`config.mk`:
```
export PLATFORM = sky130hd
export DESIGN_NAME = rpcr_top
export DESIGN_NICKNAME = d
export VERILOG_FILES = /design/src/logic/rpcr_pkg.sv /design/src/logic/rpcr_lock_if.sv /design/src/logic/rpcr_lock_sync.sv /design/src/logic/rpcr_top.sv
export SDC_FILE = /design/constraint.sdc
export NUM_CORES = 1
export LEC_CHECK = 0
export ABC_AREA = 1
export BUFFER_PORTS_ARGS = -buffer_cell sky130_fd_sc_hd__buf_4
export CAP_MARGIN = 15
export CORE_UTILIZATION = 29
export CTS_BUF_LIST = sky130_fd_sc_hd__clkbuf_8
export DETAILED_ROUTE_END_ITERATION = 6
export SYNTH_ARGS = -nofsm -noshare
export SYNTH_HDL_FRONTEND = slang
export SYNTH_SLANG_ARGS = --single-unit
```
`constraint.sdc`:
```
create_clock -name clk -period 1.7 [get_ports clk]
set_input_delay 0.51 -clock clk [delete_from_list [all_inputs] [get_ports clk]]
set_output_delay 0.51 -clock clk [all_outputs]
set_load 0.005 [all_outputs]
```
`src/logic/rpcr_pkg.sv`:
```
// What this block does
// the two-bit loop bandwidth field is stored read-write and handed to the pll unchanged.
// one invert enable per output one to four inverts that output's buffer when set.
// a set spread-spectrum disable bit makes the pll ignore the fractional input and spread code.
// a set integer mode bit runs the pll integer-n only, ignoring fractional and spread codes.
// bits six down to two power down the buffers of outputs five down to one when set.
// the two-bit fifth-output divider select means divide by 4, 6, 8 or 12.
// with strap override set, input mode, reference select and table select come from the register.
// a sticky bit is set when the pll loses lock, and stays set until cleared.
// writing one clears the sticky unlock bit and writing zero leaves it alone.
// configuration writes land in shadow storage and reach the pll on the next soft reset.
// writing one to the force-latch bit copies the shadow configuration to the pll at once.
// the force-latch bit clears itself once the latch is done and reads back as zero.
// the lock indicator is synchronised and a falling edge of it sets the sticky unlock bit.
// with lock override set, the pll is reported locked whatever the detector says.
// the reference select applies only under strap override: 36, 40, 25 or 125 mhz.
// the table select applies only under strap override and then the internal divider table is used.
// the input mode bit applies only under strap override and reads as zero otherwise.
package rpcr_pkg;
  localparam logic [7:0] rpcr_cfg3_addr = 8'hbc;
  localparam logic [7:0] rpcr_misc_addr = 8'h90;
  localparam logic [15:0] rpcr_cfg3_reset = 16'h0178;
  localparam logic [15:0] rpcr_misc_reset = 16'h0022;
  localparam logic [15:0] rpcr_cfg3_mask = 16'hdfff;
  localparam logic [15:0] rpcr_misc_mask = 16'h9fff;
  localparam int rpcr_bw_hi = 15;
  localparam int rpcr_bw_lo = 14;
  localparam int rpcr_inv_hi = 12;
  localparam int rpcr_inv_lo = 9;
  localparam int rpcr_ssc_bit = 8;
  localparam int rpcr_intn_bit = 7;
  localparam int rpcr_pd_hi = 6;
  localparam int rpcr_pd_lo = 2;
  localparam int rpcr_div_hi = 1;
  localparam int rpcr_div_lo = 0;
  localparam int rpcr_ovr_bit = 15;
  localparam int rpcr_unlk_bit = 14;
  localparam int rpcr_force_bit = 13;
  localparam int rpcr_lock_override_bit = 10;
  localparam int rpcr_tbl_bit = 7;
  localparam int rpcr_clk_hi = 5;
  localparam int rpcr_clk_lo = 4;
  localparam int rpcr_mode_bit = 3;
  localparam logic [1:0] rpcr_resp_okay = 2'h0;
  localparam logic [1:0] rpcr_resp_slverr = 2'h2;
  localparam logic [3:0] rpcr_div4 = 4'h4;
  localparam logic [3:0] rpcr_div6 = 4'h6;
  localparam logic [3:0] rpcr_div8 = 4'h8;
  localparam logic [3:0] rpcr_div12 = 4'hc;
  typedef enum logic [1:0] {rpcr_ref_36, rpcr_ref_40, rpcr_ref_25, rpcr_ref_125} rpcr_ref_type;
endpackage

```
`src/logic/rpcr_lock_if.sv`:
```
`timescale 1ns/1ns
interface rpcr_lock_if;
  logic lock_sync;
  logic lock_fall;
  modport mon (output lock_sync, output lock_fall);
  modport use_side (input lock_sync, input lock_fall);
endinterface

```
`src/logic/rpcr_lock_sync.sv`:
```
`timescale 1ns/1ns
module rpcr_lock_sync (
  input wire logic clk,
  input wire logic srst,
  input wire logic ce,
  input wire logic pll_lock_raw,
  rpcr_lock_if.mon lk
);
  logic meta_reg;
  logic sync_reg;
  logic prev_reg;
  always_ff @(posedge clk) begin
    if (srst) begin
      meta_reg <= 1'b0;
      sync_reg <= 1'b0;
      prev_reg <= 1'b0;
    end else if (ce) begin
      meta_reg <= pll_lock_raw;
      sync_reg <= meta_reg;
      prev_reg <= sync_reg;
    end
  end
  assign lk.lock_sync = sync_reg;
  assign lk.lock_fall = ce & prev_reg & ~sync_reg;
endmodule // rpcr_lock_sync

```
`src/logic/rpcr_top.sv`:
```
// Chosen here: the AXI4-Lite interface to the registers.
`timescale 1ns/1ns
module rpcr_top (
  input wire logic clk,
  input wire logic srst,
  input wire logic ce,
  input wire logic soft_reset_n,
  input wire logic [7:0] s_axi_awaddr,
  input wire logic s_axi_awvalid,
  output logic s_axi_awready,
  input wire logic [31:0] s_axi_wdata,
  input wire logic [3:0] s_axi_wstrb,
  input wire logic s_axi_wvalid,
  output logic s_axi_wready,
  output logic [1:0] s_axi_bresp,
  output logic s_axi_bvalid,
  input wire logic s_axi_bready,
  input wire logic [7:0] s_axi_araddr,
  input wire logic s_axi_arvalid,
  output logic s_axi_arready,
  output logic [31:0] s_axi_rdata,
  output logic [1:0] s_axi_rresp,
  output logic s_axi_rvalid,
  input wire logic s_axi_rready,
  input wire logic pll_lock_raw,
  input wire logic strap_input_mode,
  input wire logic [1:0] strap_refclk_freq_sel,
  input wire logic strap_divider_table_sel,
  output logic [1:0] loop_bandwidth_sel,
  output logic [3:0] output_invert_en,
  output logic spread_spectrum_disable,
  output logic integer_mode,
  output logic frac_ssc_apply,
  output logic [4:0] out_buffer_powerdown,
  output logic [1:0] out5_divider_sel,
  output logic [3:0] out5_divide_ratio,
  output logic input_mode,
  output logic [1:0] refclk_freq_sel,
  output logic divider_table_sel,
  output logic pll_locked
);
  import rpcr_pkg::*;

  function automatic logic [15:0] rpcr_merge(input logic [15:0] old, input logic [31:0] d, input logic [3:0] be);
    rpcr_merge = {be[1] ? d[15:8] : old[15:8], be[0] ? d[7:0] : old[7:0]};
  endfunction

  function automatic logic [3:0] rpcr_ratio(input logic [1:0] sel);
    case (sel)
      2'h0: rpcr_ratio = rpcr_div4;
      2'h1: rpcr_ratio = rpcr_div6;
      2'h2: rpcr_ratio = rpcr_div8;
      default: rpcr_ratio = rpcr_div12;
    endcase
  endfunction

  rpcr_lock_if lk ();
  rpcr_lock_sync u_sync (
    .clk(clk),
    .srst(srst),
    .ce(ce),
    .pll_lock_raw(pll_lock_raw),
    .lk(lk)
  );

  // shadow copies written by software
  logic [15:0] cfg3_reg;
  logic [15:0] misc_reg;
  // values the pll actually sees
  logic [15:0] cfg3_live_reg;
  logic [15:0] misc_live_reg;
  logic unlk_reg;
  logic force_reg;
  logic srst_n_prev_reg;

  logic aw_held_reg;
  logic [7:0] aw_addr_reg;
  logic w_held_reg;
  logic [31:0] w_data_reg;
  logic [3:0] w_strb_reg;
  logic bvalid_reg;
  logic [1:0] bresp_reg;
  logic rvalid_reg;
  logic [31:0] rdata_reg;
  logic [1:0] rresp_reg;

  wire aw_take = s_axi_awvalid & ~aw_held_reg & ~bvalid_reg;
  wire w_take = s_axi_wvalid & ~w_held_reg & ~bvalid_reg;
  wire have_aw = aw_held_reg | aw_take;
  wire have_w = w_held_reg | w_take;
  wire [7:0] wr_addr = aw_held_reg ? aw_addr_reg : s_axi_awaddr;
  wire [31:0] wr_data = w_held_reg ? w_data_reg : s_axi_wdata;
  wire [3:0] wr_strb = w_held_reg ? w_strb_reg : s_axi_wstrb;
  wire wr_fire = ce & have_aw & have_w & ~bvalid_reg;
  wire wr_cfg3 = wr_fire & (wr_addr == rpcr_cfg3_addr);
  wire wr_misc = wr_fire & (wr_addr == rpcr_misc_addr);
  wire wr_bad = ~(wr_addr == rpcr_cfg3_addr) & ~(wr_addr == rpcr_misc_addr);
  wire [15:0] misc_wval = rpcr_merge(misc_reg, wr_data, wr_strb);
  wire unlk_clr = wr_misc & wr_strb[1] & wr_data[rpcr_unlk_bit];
  wire force_set = wr_misc & wr_strb[1] & wr_data[rpcr_force_bit];
  wire soft_rst_edge = srst_n_prev_reg & ~soft_reset_n;
  wire do_latch = soft_rst_edge | force_reg;

  wire rd_fire = ce & s_axi_arvalid & ~rvalid_reg;
  wire rd_cfg3 = s_axi_araddr == rpcr_cfg3_addr;
  wire rd_misc = s_axi_araddr == rpcr_misc_addr;
  wire [15:0] misc_view = (misc_reg & rpcr_misc_mask) | ({15'h0000, unlk_reg} << rpcr_unlk_bit) |
                          ({15'h0000, force_reg} << rpcr_force_bit);
  wire [15:0] rd_val = rd_cfg3 ? cfg3_reg : (rd_misc ? misc_view : 16'h0000);

  wire ovr_live = misc_live_reg[rpcr_ovr_bit];
  wire intn_live = cfg3_live_reg[rpcr_intn_bit];
  wire ssc_live = cfg3_live_reg[rpcr_ssc_bit];

  always_ff @(posedge clk) begin
    if (srst) begin
      aw_held_reg <= 1'b0;
      aw_addr_reg <= 8'h00;
      w_held_reg <= 1'b0;
      w_data_reg <= 32'h00000000;
      w_strb_reg <= 4'h0;
      bvalid_reg <= 1'b0;
      bresp_reg <= rpcr_resp_okay;
    end else if (ce) begin
      if (wr_fire) begin
        aw_held_reg <= 1'b0;
        w_held_reg <= 1'b0;
        bvalid_reg <= 1'b1;
        bresp_reg <= wr_bad ? rpcr_resp_slverr : rpcr_resp_okay;
      end else begin
        if (aw_take) begin
          aw_held_reg <= 1'b1;
          aw_addr_reg <= s_axi_awaddr;
        end
        if (w_take) begin
          w_held_reg <= 1'b1;
          w_data_reg <= s_axi_wdata;
          w_strb_reg <= s_axi_wstrb;
        end
        if (bvalid_reg & s_axi_bready) begin
          bvalid_reg <= 1'b0;
        end
      end
    end
  end

  always_ff @(posedge clk) begin
    if (srst) begin
      rvalid_reg <= 1'b0;
      rdata_reg <= 32'h00000000;
      rresp_reg <= rpcr_resp_okay;
    end else if (ce) begin
      if (rd_fire) begin
        rvalid_reg <= 1'b1;
        rdata_reg <= {16'h0000, rd_val};
        rresp_reg <= (rd_cfg3 | rd_misc) ? rpcr_resp_okay : rpcr_resp_slverr;
      end else if (rvalid_reg & s_axi_rready) begin
        rvalid_reg <= 1'b0;
      end
    end
  end

  always_ff @(posedge clk) begin
    if (srst) begin
      cfg3_reg <= rpcr_cfg3_reset;
      misc_reg <= rpcr_misc_reset & rpcr_misc_mask;
    end else if (ce) begin
      if (wr_cfg3) begin
        cfg3_reg <= rpcr_merge(cfg3_reg, wr_data, wr_strb) & rpcr_cfg3_mask;
      end
      if (wr_misc) begin
        misc_reg <= misc_wval & rpcr_misc_mask;
      end
    end
  end

  always_ff @(posedge clk) begin
    if (srst) begin
      unlk_reg <= 1'b0;
      force_reg <= 1'b0;
      srst_n_prev_reg <= 1'b1;
    end else if (ce) begin
      srst_n_prev_reg <= soft_reset_n;
      if (lk.lock_fall) begin
        unlk_reg <= 1'b1;
      end else if (unlk_clr) begin
        unlk_reg <= 1'b0;
      end
      if (force_reg) begin
        force_reg <= 1'b0;
      end else if (force_set) begin
        force_reg <= 1'b1;
      end
    end
  end

  // the pll keeps the old setting until a latch moves the shadow across
  always_ff @(posedge clk) begin
    if (srst) begin
      cfg3_live_reg <= rpcr_cfg3_reset;
      misc_live_reg <= rpcr_misc_reset & rpcr_misc_mask;
    end else if (ce) begin
      if (do_latch) begin
        cfg3_live_reg <= cfg3_reg;
        misc_live_reg <= misc_reg;
      end
    end
  end

  always_ff @(posedge clk) begin
    if (srst) begin
      loop_bandwidth_sel <= 2'h0;
      output_invert_en <= 4'h0;
      spread_spectrum_disable <= 1'b0;
      integer_mode <= 1'b0;
      frac_ssc_apply <= 1'b0;
      out_buffer_powerdown <= 5'h00;
      out5_divider_sel <= 2'h0;
      out5_divide_ratio <= rpcr_div4;
      input_mode <= 1'b0;
      refclk_freq_sel <= rpcr_ref_36;
      divider_table_sel <= 1'b0;
      pll_locked <= 1'b0;
    end else if (ce) begin
      loop_bandwidth_sel <= cfg3_live_reg[rpcr_bw_hi:rpcr_bw_lo];
      output_invert_en <= cfg3_live_reg[rpcr_inv_hi:rpcr_inv_lo];
      spread_spectrum_disable <= ssc_live;
      integer_mode <= intn_live;
      frac_ssc_apply <= ~ssc_live & ~intn_live;
      out_buffer_powerdown <= cfg3_live_reg[rpcr_pd_hi:rpcr_pd_lo];
      out5_divider_sel <= cfg3_live_reg[rpcr_div_hi:rpcr_div_lo];
      out5_divide_ratio <= rpcr_ratio(cfg3_live_reg[rpcr_div_hi:rpcr_div_lo]);
      input_mode <= ovr_live & misc_live_reg[rpcr_mode_bit];
      refclk_freq_sel <= ovr_live ? misc_live_reg[rpcr_clk_hi:rpcr_clk_lo] : strap_refclk_freq_sel;
      divider_table_sel <= ovr_live ? misc_live_reg[rpcr_tbl_bit] : strap_divider_table_sel;
      pll_locked <= misc_live_reg[rpcr_lock_override_bit] | lk.lock_sync;
    end
  end

  // ready is offered only while a slot is free and no response is pending
  assign s_axi_awready = ~aw_held_reg & ~bvalid_reg;
  assign s_axi_wready = ~w_held_reg & ~bvalid_reg;
  assign s_axi_arready = ~rvalid_reg;
  assign s_axi_bvalid = bvalid_reg;
  assign s_axi_bresp = bresp_reg;
  assign s_axi_rvalid = rvalid_reg;
  assign s_axi_rdata = rdata_reg;
  assign s_axi_rresp = rresp_reg;
endmodule // rpcr_top

```
Word level (Yosys, flattened, before mapping)
Cells that the tools add are included.
- output and inout bits: 66
- word-level logic and storage cells: 124
- flip-flop bits (word level): 139
- bitwise operators: 42
- reduce and logical (&&, ||, !) cells: 20
- eq/ne operators: 6
- muxes and demuxes: 22
- operators by type and width (kind ; count):
    16-bit two-way mux ; 3
    8-bit equality test (second input constant) ; 4
    1-bit bitwise AND ; 24
    3-bit AND reduction ; 6
    16-bit by 14-bit OR with 16-bit output ; 1
    16-bit by 15-bit OR with 16-bit output ; 1
    2-bit AND reduction ; 8
    1-bit two-way mux ; 13
    4-bit one-hot mux with 3 select lines ; 1
    1-bit NOT ; 11
    2-bit nonzero test ; 5
    2-bit two-way mux ; 4
    8-bit two-way mux ; 1
    1-bit OR ; 5
    2-bit by 1-bit equality test with 1-bit output (second input constant) ; 1
    2-bit equality test (second input constant) ; 1
    2-bit logical NOT ; 1

Logic depth before layout (Yosys ltp)
Gate-level depths: netlist of run 1.
- depth in word-level cells: 12
- depth in mapped cells: 11
- mapped depth without buffers: 10

By module
Synthesis of run 1 repeated with hierarchy kept, for this count alone.
- cells, all modules: 790
- area, all modules: 5569.1 µm²
- by module, submodules not included (module ; area each (µm²) ; cells each ; seq. area each (µm²) ; times used):
    rpcr_top ; 5441.5 ; 769 ; 2502.4 ; 1
    rpcr_lock_sync ; 127.6 ; 21 ; 60.1 ; 1

Worst setup path after synthesis of run 1
OpenSTA, ideal clock, no wires.
- path type: input -> register
- start point: in ce
- end point: reg w_data_reg[5]
- setup time: 0.128 ns
- cell stages on the path: 10
- data arrival time: 1.548 ns
- setup slack: 0.024 ns
- required time: 1.572 ns
- path through: inv_2 -> nor2_1 -> o21ai_1 -> a21oi_4 -> inv_2 -> nand2_2 -> inv_2 -> clkbuf_2 -> o21ai_0 -> a21oi_1
- cells in the longest elaborated chain, start to end: 5
- ends and longest elaborated chain (what ; line ; RTL):
    from (decl) ; rpcr_top.sv:6 ; input wire logic ce,
    1-bit bitwise AND (3 in series) ; rpcr_top.sv:94 ; wire wr_fire = ce & have_aw & have_w & ~bvalid_reg;
    1-bit NOT (no line) ; n/a ;
    3-bit AND reduction (no line) (*) ; n/a ;
    to (signal assigned) ; rpcr_top.sv:137 ; w_data_reg <= s_axi_wdata;
    to (decl) ; rpcr_top.sv:79 ; logic [31:0] w_data_reg;
Every way passes the cells marked *; elsewhere a longest branch is shown, timed or not.
A chain may end at the register's enable or synchronous reset.

Worst setup path after layout of run 1
- start point: reg aw_held_reg
- end point: out s_axi_awready
- cells in the longest elaborated chain, start to end: 2
- ends and longest elaborated chain (what ; line ; RTL):
    from (decl) ; rpcr_top.sv:76 ; logic aw_held_reg;
    from (signal assigned) ; rpcr_top.sv:117 ; aw_held_reg <= 1'b0;
    from (signal assigned) ; rpcr_top.sv:126 ; aw_held_reg <= 1'b0;
    from (signal assigned) ; rpcr_top.sv:132 ; aw_held_reg <= 1'b1;
    1-bit NOT ; rpcr_top.sv:241 ; assign s_axi_awready = ~aw_held_reg & ~bvalid_reg;
    1-bit bitwise AND ; rpcr_top.sv:241 ;
    to (decl) ; rpcr_top.sv:10 ; output logic s_axi_awready,
No other way between the ends.

==> impl_metrics.csv, run 1 <==
group,metric,value,unit
logic_synthesis,synth_seq_cells,128,
placement,io_buffer_count,93,
worst_setup_path,cp-start-kind,"flip-flop",
detailed_routing,via_per_inst,4.41,
detailed_routing,final_antenna_net_count,0,
worst_setup_path,timing.critical_path.mode_cell,"buf_4",
hold_path,min_path_cells,3,
sta,period_share,95.8,%
global_routing,overflow,0,
sta,finalHoldViolations,0,
global_routing,grt_start_max_net_pins,81,
floorplan,design.die.area,18900,um^2
clock_network,htree_levels,4,
clock_network,clk_pin_slew,0.07,ns
global_routing,grt_first_pass_wirelength,21700,um
layout,num_antenna_cells,0,
detailed_routing,vias,4871,
worst_setup_path,critPathSlowestCell,"dfxtp_2",
floorplan,pin_count,132,
sta,rsz0062_at_grt,"false",
flow_run,drv_cap,0,
worst_setup_path,critPathArrivalTime,1.12,ns
worst_setup_path,cp.required,1.19,ns
logic_synthesis,synthesis.area,5330,um^2
detailed_routing,drt_iter0_markers,247,
placement,placed_cells,1073,
detailed_routing,wl,13400,um
floorplan,start_util,29.7,%
power,power.density,946,nW/um^2
hold_path,min_path_type,"in -> reg",
placement,hpwlAfterDp,9730,um
detailed_routing,routedWlPerCell,12.1,um
logic_synthesis,avgSynthCellArea,7.18,um^2
sta,fmax,614,MHz
detailed_routing,drc,0,
floorplan,rows,49,
worst_setup_path,reg2reg_depth,10,
sta,skew,0.0147,ns
logic_synthesis,synth_cell_type_count,31,
power,p_leak,3.10,nW
clock_network,root_buffer,"clkbuf_8",
logic_synthesis,synth_cells,742,
worst_setup_path,crit_path_max_fanout,7,
detailed_routing,drt_first_pass_iters,5,
floorplan,die_x,138,um
global_routing,grt_antenna_before_repair,0,
floorplan,dieHeight,138,um
global_routing,track_usage,14.9,%
layout,drive_gt1_share,21.8,%
worst_setup_path,worstSetupPathType,"reg -> out",
clock_network,cts_buffer_depth,2,
clock_network,cts-buffers-inserted,17,
logic_synthesis,synth_seq_area_share,48.1,%
layout,final_nets,929,
worst_setup_path,crit_path_max_incr_delay,0.33,ns
placement,gp_congestion,0.745,
layout,utilization,38.8,%
sta,setup_viol,0,
clock_network,cts_setup_buffers,0,
status,status,"complete, no violations",
sta,post-route-min-period,1.63,ns
worst_setup_path,critPathCaptureType,"output port",
clock_network,clk_latency,0.44,ns
floorplan,core,18000,um^2
worst_setup_path,path_cells,"buf_4 -> nor2_1 -> buf_4",
layout,area_delta_synth_final,30.8,%
global_routing,grt_pass1_vias,4364,
clock_network,cts_num_sinks,128,
clock_network,tritoncts,"yes",
power,ir_drop,0.494,mV
layout,final-instance-count-excl-fill,1104,
logic_synthesis,ys_warn_count,0,
sta,drv_slew,0,
## placed cells by master (no fill, tap or decap), types with 4 or more instances in the layout
cell	n
inv_2	7
o21ai_0	67
buf_12	11
o211ai_1	4
conb_1	19
buf_4	131
dfxtp_1	126
o21ai_1	11
inv_1	60
nor2_1	95
nand2_1	152
nand3_1	70
clkbuf_8	17
clkinvlp_4	4
a21oi_1	70
## cells in the mapped netlist
cell type | count | area, um^2
nand4_1 | 3 | 18.8
o21ai_1 | 11 | 55.1
clkbuf_2 | 2 | 10.0
nand2_2 | 1 | 6.26
buf_1 | 3 | 11.3
o22ai_1 | 1 | 6.26
o21ai_0 | 67 | 335
dfxtp_1 | 128 | 2560
a21oi_1 | 70 | 350
clkbuf_1 | 28 | 105
buf_2 | 5 | 25.0
a21oi_4 | 1 | 16.3
o211ai_1 | 4 | 30.0
nor2_4 | 1 | 11.3
and2_1 | 1 | 6.26
nor2_1 | 97 | 364
inv_2 | 6 | 22.5
nor4_1 | 1 | 6.26
nor4_4 | 1 | 21.3
nor3_1 | 1 | 5.00
nor2_2 | 1 | 6.26
clkinv_1 | 1 | 3.75
inv_1 | 60 | 225
nand3_1 | 70 | 350
nand3_2 | 2 | 20.0
and3_1 | 1 | 6.26
nand2_1 | 152 | 571
conb_1 | 1 | 3.75
nor3_4 | 1 | 16.3
buf_4 | 20 | 150
and2_0 | 1 | 6.26
## path summary, 6_finish.rpt
path	startpoint	end	slack, ns
max reg2reg	aw_held_reg	cfg3_reg[11]	0.19
min	pll_lock_raw	u_sync.meta_reg	0.31
max	aw_held_reg	s_axi_awready	0.07
min reg2reg	aw_addr_reg[5]	aw_addr_reg[5]	0.45
## final cells by class
type	instances	area (um^2)
fillers	1913	11000
flip-flops and latches	128	2560
multi-input cells	507	2280
repair buffers	142	1200
well taps	229	287
inverters	67	251
clock buffers	17	234
clock inverters	14	144
## layer usage
metal	global-route usage (%)	vias to the layer above	share of wire, %
li1	-	2600	-
met4	5.86	0	1.0
met3	3.16	12	4.4
met1	20.7	2149	50
met2	22.1	110	45
met5	0	-	0
## repair_timing
| action | in CTS | in global routing |
|---|---|---|
| hold buffers | 0 | 0 |
| setup endpoints to repair | 0 | 14 |
| gates resized for setup | 0 | 5 |
## kinds of logic (layout without fill, tap and decap cells)
logic type / Yosys count / after routing / share of synthesized area [%]
flip-flops: 128 / 128 / 48.1
buffers and inverters: 125 / 240 / 10.4
AO/OA/AOI/OAI: 154 / 154 / 14.9
other: 1 / 19 / 0.0704
AND/OR/NAND/NOR: 334 / 334 / 26.6
## power breakdown
part / internal, mW / switching [mW]
Sequential: 3.15 / 0.0822
Clock: 1.29 / 1.22
Combinational: 0.399 / 0.450
## critical path: cells and delay by family, from the launching register on
kind / cells / cell delay, ns
AND/OR/NAND/NOR: 1 / 0.08
buffers and inverters: 2 / 0.27
flip-flops: 1 / 0.33
## metrics by stage
| step | setup WS, ns | power, mW | setup TNS, ns | hold slack [ns] | area [um^2] |
|---|---|---|---|---|---|
| final | 0.0709 | 6.59 | 0 | 0.315 | 6970 |
| after global routing | 0.00956 | 6.93 | 0 | 0.313 | 6970 |
| after CTS | 0.0185 | 6.70 | 0 | 0.276 | 6960 |
| after detailed placement | -0.0348 | 4.16 | -0.0756 | 0.438 | 6580 |
| after global placement | -0.0178 | 4.15 | -0.0467 | 0.433 | 6580 |
| after floorplan | 0.0236 | 3.76 | 0 | 0.424 | 5400 |
(Power assumes the default switching activity.)
==> run 2, diff against run 1 <==
--- a/config.mk
+++ b/config.mk
@@ -5,11 +5,9 @@
 export SDC_FILE = /design/constraint.sdc
 export NUM_CORES = 1
 export LEC_CHECK = 0
-export ABC_AREA = 1
 export BUFFER_PORTS_ARGS = -buffer_cell sky130_fd_sc_hd__buf_4
 export CAP_MARGIN = 15
-export CORE_UTILIZATION = 29
-export CTS_BUF_LIST = sky130_fd_sc_hd__clkbuf_8
+export CORE_UTILIZATION = 32
 export DETAILED_ROUTE_END_ITERATION = 6
 export SYNTH_ARGS = -nofsm -noshare
 export SYNTH_HDL_FRONTEND = slang
==> impl_metrics.csv, run 2 <==
group,metric,value,unit
sta,setup_viol,0,
power,p_leak,3.37,nW
layout,layout_commonest_cell,"dfxtp_1",
worst_setup_path,crit_path_max_fanout,6,
power,p_total,7.57,mW
worst_setup_path,crit_path_max_incr_delay,0.55,ns
worst_setup_path,critPathBufInv,1,
worst_setup_path,reg2reg_depth,5,
logic_synthesis,ys_warn_count,0,
clock_network,htree_levels,4,
logic_synthesis,synth_top_cells_by_count,"dfxtp_1, nor2_1, mux2i_1",
global_routing,grt_start_max_net_pins,56,
placement,io_buffer_count,93,
layout,num_antenna_cells,0,
layout,fillers,1581,
layout,utilization,43.7,%
global_routing,grt_first_pass_wirelength,21000,um
worst_setup_path,cp-start-kind,"flip-flop",
logic_synthesis,synth_seq_cells,128,
logic_synthesis,synth_most_common_cell,"dfxtp_1",
detailed_routing,final_antenna_net_count,0,
worst_setup_path,critPathCaptureType,"flip-flop",
floorplan,pin_count,132,
worst_setup_path,critPathSlowestCell,"or4b_4",
layout,seq_area,2570,um^2
layout,multi_input_area,2690,um^2
layout,area_delta_synth_final,32.8,%
worst_setup_path,cp.required,2.00,ns
worst_setup_path,path_delay_family,"simple AND/OR/NAND/NOR gates",
logic_synthesis,avgSynthCellArea,9.99,um^2
detailed_routing,drt_iter0_markers,216,
hold_path,min_path_cells,2,
clock_network,clk_latency,0.41,ns
global_routing,track_usage,15.3,%
status,status,"complete, no violations",
worst_setup_path,crit_cells,5,
sta,drv_slew,0,
sta,skew,0.00754,ns
detailed_routing,vias,4201,
sta,period_share,99.0,%
hold_path,min_path_type,"in -> reg",
clock_network,root_buffer,"clkbuf_16",
layout,fin_area,7270,um^2
placement,gp_congestion,0.742,
global_routing,grt_antenna_before_repair,0,
detailed_routing,via_per_inst,4.71,
global_routing,top_usage_layer,"met2",
clock_network,cts_buffer_depth,2,
floorplan,core,16600,um^2
logic_synthesis,synthArstFlopShare,0,%
floorplan,die_x,133,um
sta,fmax,594,MHz
clock_network,tritoncts,"yes",
power,ir_drop,0.708,mV
detailed_routing,drc,0,
global_routing,grt_util_met2,24.8,%
sta,timing.hold.ws,0.342,ns
logic_synthesis,synth_cells,548,
logic_synthesis,synth_cell_type_count,48,
worst_setup_path,critPathArrivalTime,1.98,ns
sta,finalHoldViolations,0,
logic_synthesis,synthFlopType,"dfxtp_1",
logic_synthesis,synth_edf_count,0,
global_routing,gr-usage-met1,19.4,%
sta,post-route-min-period,1.68,ns
detailed_routing,routedWlPerCell,14.6,um
placement,hpwlAfterDp,9470,um
detailed_routing,wl,13000,um
clock_network,cts_num_sinks,128,
layout,final_nets,724,
logic_synthesis,synth_area_leader_cell,"dfxtp_1",
clock_network,clk_pin_slew,0.06,ns
floorplan,start_util,32.9,%
logic_synthesis,synthesis.area,5470,um^2
global_routing,overflow,0,
logic_synthesis,synth_seq_area_share,46.8,%
sta,rsz0062_at_grt,"true",
power,power.density,1040,nW/um^2
layout,drive_gt1_share,30.4,%
sta,finalSetupTns,0,ns
floorplan,dieHeight,133,um
layout,final-instance-count-excl-fill,891,
worst_setup_path,path_cells,"or4b_4 -> o2bb2ai_4 -> buf_12 -> nand3_4 -> mux2_2",
detailed_routing,drt_first_pass_iters,4,
layout,final_cell_mix,"dfxtp_1, buf_4, nor2_1",
flow_run,drv_cap,0,
global_routing,grt_pass1_vias,4102,
placement,placed_cell_area,6590,um^2
clock_network,holdBufCountCts,0,
sta,layout_setup_ws,0.0162,ns
logic_synthesis,yosys.area.top_type_share,46.8,%
placement,placed_cells,857,
clock_network,cts-buffers-inserted,17,
logic_synthesis,synth.area.top_cells,"dfxtp_1, mux2i_1, nor2_1",
worst_setup_path,worstSetupPathType,"reg -> reg",
floorplan,rows,47,
placement,pre_cts_ws,-0.191,ns
global_routing,grtUsageMet3,3.87,%
floorplan,design.die.area,17600,um^2
==> run 2: cell count changes after synthesis, sizes merged, moves of 15 or more <==
cell and change:
nand2 -148, a22o +15, a22oi +15, a21oi -63, nand3 -64, inv -58
o21ai -76, nand2b +27, mux2i +95
==> run 2: timing repair <==
item	CTS	global route
resized for setup	2	5
setup buffers	1	1
endpoints found under the setup margin	29	31
pin swaps	1	2
==> run 2: cells by family (layout without fill, tap and decap cells) <==
family | Yosys count | in the layout | synth area share, %
AO/OA/AOI/OAI | 63 | 63 | 9.44
AND/OR/NAND/NOR | 186 | 186 | 17.8
buffers and inverters | 62 | 167 | 5.81
multiplexers | 108 | 108 | 20.1
other | 1 | 19 | 0.0685
flip-flops | 128 | 128 | 46.8
==> run 2: layout make-up <==
type	instances	area share, %
clock inverters	13	2.58
well taps	220	3.79
inverters	8	0.413
repair buffers	127	14.9
flip-flops and latches	128	35.3
clock buffers	19	6.09
multi-input cells	376	37.0
==> run 2: where the power goes <==
group / switching, mW / internal [mW]
clock: 1.34 / 2.49
sequential: 0.0411 / 3.06
combinational: 0.314 / 0.316
==> run 2: worst paths after layout <==
check,start,end,slack (ns)
worst max-delay path,aw_addr_reg[6],misc_reg[1],0.02
worst min-delay path,soft_reset_n,srst_n_prev_reg,0.34
worst max register to register,aw_addr_reg[6],misc_reg[1],0.02
worst min register to register,cfg3_live_reg[4],cfg3_live_reg[4],0.46
==> run 2: per-layer routing <==
layer,share of wire [%],vias to the layer above
li1,-,2080
met1,48,2004
met2,47,98
met3,3.5,19
met4,1.7,0
met5,0,-
==> run 3, diff against run 2 <==
--- a/config.mk
+++ b/config.mk
@@ -7,8 +7,11 @@
 export LEC_CHECK = 0
 export BUFFER_PORTS_ARGS = -buffer_cell sky130_fd_sc_hd__buf_4
 export CAP_MARGIN = 15
-export CORE_UTILIZATION = 32
+export CELL_PAD_IN_SITES_DETAIL_PLACEMENT = 2
+export CELL_PAD_IN_SITES_GLOBAL_PLACEMENT = 2
+export CORE_UTILIZATION = 30
 export DETAILED_ROUTE_END_ITERATION = 6
+export PLACE_DENSITY_LB_ADDON = 0.1
 export SYNTH_ARGS = -nofsm -noshare
 export SYNTH_HDL_FRONTEND = slang
 export SYNTH_SLANG_ARGS = --single-unit
==> impl_metrics.csv, run 3 (synthesized netlist as in run 2, its figures left out) <==
group,metric,value,unit
floorplan,die_x,137,um
sta,fmax,549,MHz
clock_network,clk_latency,0.42,ns
detailed_routing,wl,16400,um
detailed_routing,via_per_inst,4.77,
worst_setup_path,worstSetupEndpoint,"misc_reg[8]",
global_routing,track_usage,18.5,%
power,power.density,1030,nW/um^2
power,seqPwrFrac,40.6,%
sta,finalSetupTns,-1.61,ns
power,ir_drop,0.711,mV
sta,drv_slew,0,
layout,final_nets,733,
worst_setup_path,critPathSlowestCell,"or4b_4",
worst_setup_path,crit_path_max_incr_delay,0.55,ns
floorplan,core,17900,um^2
floorplan,dieHeight,137,um
status,status,"finished with violations",
detailed_routing,drt_iter0_markers,117,
sta,skew,0.00557,ns
detailed_routing,routedWlPerCell,18.0,um
clock_network,cts_buffer_depth,2,
global_routing,grt_antenna_before_repair,0,
worst_setup_path,r2r-start,"aw_addr_reg[0]",
layout,fin_area,7440,um^2
placement,io_buffer_count,93,
floorplan,pin_count,132,
placement,gp_congestion,0.748,
layout,fillers,1907,
hold_path,min_path_type,"in -> reg",
sta,layout_setup_ws,-0.122,ns
layout,drive_gt1_share,31.5,%
sta,post-route-min-period,1.82,ns
status,violations,"negative setup slack",
layout,final_cell_mix,"dfxtp_1, buf_4, nor2_1",
detailed_routing,drt_first_pass_iters,4,
worst_setup_path,worstSetupPathType,"reg -> reg",
global_routing,overflow,0,
clock_network,holdBufCountCts,0,
worst_setup_path,ff2ff_setup_slack,-0.12,ns
clock_network,tritoncts,"yes",
layout,num_antenna_cells,0,
clock_network,clk_pin_slew,0.05,ns
power,p_leak,3.46,nW
worst_setup_path,cp.required,2.00,ns
worst_setup_path,path_cells,"or4b_4 -> o2bb2ai_4 -> buf_6 -> nand3_4 -> mux2_4",
power,power_frac_clock,50.3,%
sta,setup_viol,30,
floorplan,design.die.area,18800,um^2
sta,tightest_slew,0.509,ns
clock_network,cts_num_sinks,128,
power,p_int,5.94,mW
worst_setup_path,cp-start-kind,"flip-flop",
placement,placed_cell_area,6680,um^2
worst_setup_path,critPathArrivalTime,2.12,ns
global_routing,grt_pass1_vias,4763,
sta,rsz0062_at_grt,"true",
sta,period_share,107,%
clock_network,root_buffer,"clkbuf_16",
power,switching_power,1.71,mW
detailed_routing,vias,4333,
layout,area_delta_synth_final,36.0,%
worst_setup_path,reg2reg_depth,5,
clock_network,cts-buffers-inserted,17,
worst_setup_path,r2r_end,"misc_reg[8]",
layout,layout_commonest_cell,"dfxtp_1",
worst_setup_path,crit_path_max_fanout,4,
floorplan,rows,49,
worst_setup_path,critPathCaptureType,"flip-flop",
global_routing,grt_start_max_net_pins,43,
power,power_frac_comb,9.1,%
power,swShare,22.4,%
detailed_routing,drc,0,
flow_run,drv_cap,0,
global_routing,grt_first_pass_wirelength,25500,um
placement,hpwlAfterDp,11600,um
clock_network,htree_levels,4,
sta,slew_headroom,65.1,%
floorplan,start_util,30.6,%
sta,finalHoldViolations,0,
worst_setup_path,startpoint,"aw_addr_reg[0]",
detailed_routing,final_antenna_net_count,0,
==> run 3: changes by cell type in the layout (fill, tap and decap cells not counted), sizes merged <==
cell / delta
bufbuf: +1
buf: +8
clkinvlp: -4
clkbuf: +3
clkinv: +1
==> run 3: routing by layer <==
layer / vias to the layer above / share of wire (%) / GRT usage, % / wire, um
met2: 84 / 51 / 33.3 / 8380
met4: 0 / 1.0 / 6.17 / 165
met5: - / 0 / 0 / 0
li1: 2097 / - / - / -
met1: 2138 / 45 / 21.6 / 7310
met3: 14 / 3.3 / 3.74 / 548
==> run 3: critical path, delay by kind of cell, from the launching register on <==
family	cells	cell delay, ns
and+or+nand+nor	2	0.65
buffers and inverters	1	0.17
muxes	1	0.31
AOI/OAI and AO/OA	1	0.26
DFF	1	0.31
==> run 3: power by group through the flow <==
stage	clock [mW]	combinational, mW	sequential [mW]
final	3.85	0.699	3.11
after global routing	4.08	0.760	3.11
after CTS	3.95	0.706	3.11
after detailed placement	0	0.687	3.17
after global placement	0	0.664	3.17
after floorplan	0	0.381	3.16
==> run 3: worst min-delay path by stage <==
stage	from	depth (start not counted)	to	slack (ns)
global route	s_axi_wstrb[1]	3	w_strb_reg[1]	0.34
finish	s_axi_wdata[6]	3	w_data_reg[6]	0.34
detailed placement	cfg3_live_reg[4]	1	cfg3_live_reg[4]	0.45
global placement	misc_live_reg[5]	1	misc_live_reg[5]	0.45
floorplan	cfg3_live_reg[3]	1	cfg3_live_reg[3]	0.44
CTS	soft_reset_n	2	srst_n_prev_reg	0.32
==> run 3: metrics by stage <==
stage / total power [mW] / hold slack, ns / setup slack, ns / util, % / instances
detailed placement: 3.86 / 0.454 / -0.307 / 37.3 / 870
CTS: 7.76 / 0.321 / -0.171 / 41.4 / 908
global placement: 3.83 / 0.453 / -0.235 / 37.3 / 870
floorplan: 3.54 / 0.435 / -0.0109 / - / 566
global route: 7.95 / 0.336 / -0.162 / 41.6 / 909
finish: 7.65 / 0.338 / -0.122 / 41.6 / 909
==> run 3: repair_timing <==
item	in CTS	in global routing
pin swaps	1	3
cloned	1	0
resized for setup	12	7
setup endpoints to repair	32	32
setup buffers	5	1
==> run 3: area by class of cell <==
cell class	instances	area, um^2	share of cell area (%)
multi-input cells	376	2700	36.3
clock inverters	10	159	2.13
flip-flops and latches	128	2570	34.5
clock buffers	22	464	6.24
repair buffers	136	1230	16.6
inverters	8	30.0	0.403
well taps	229	287	3.85
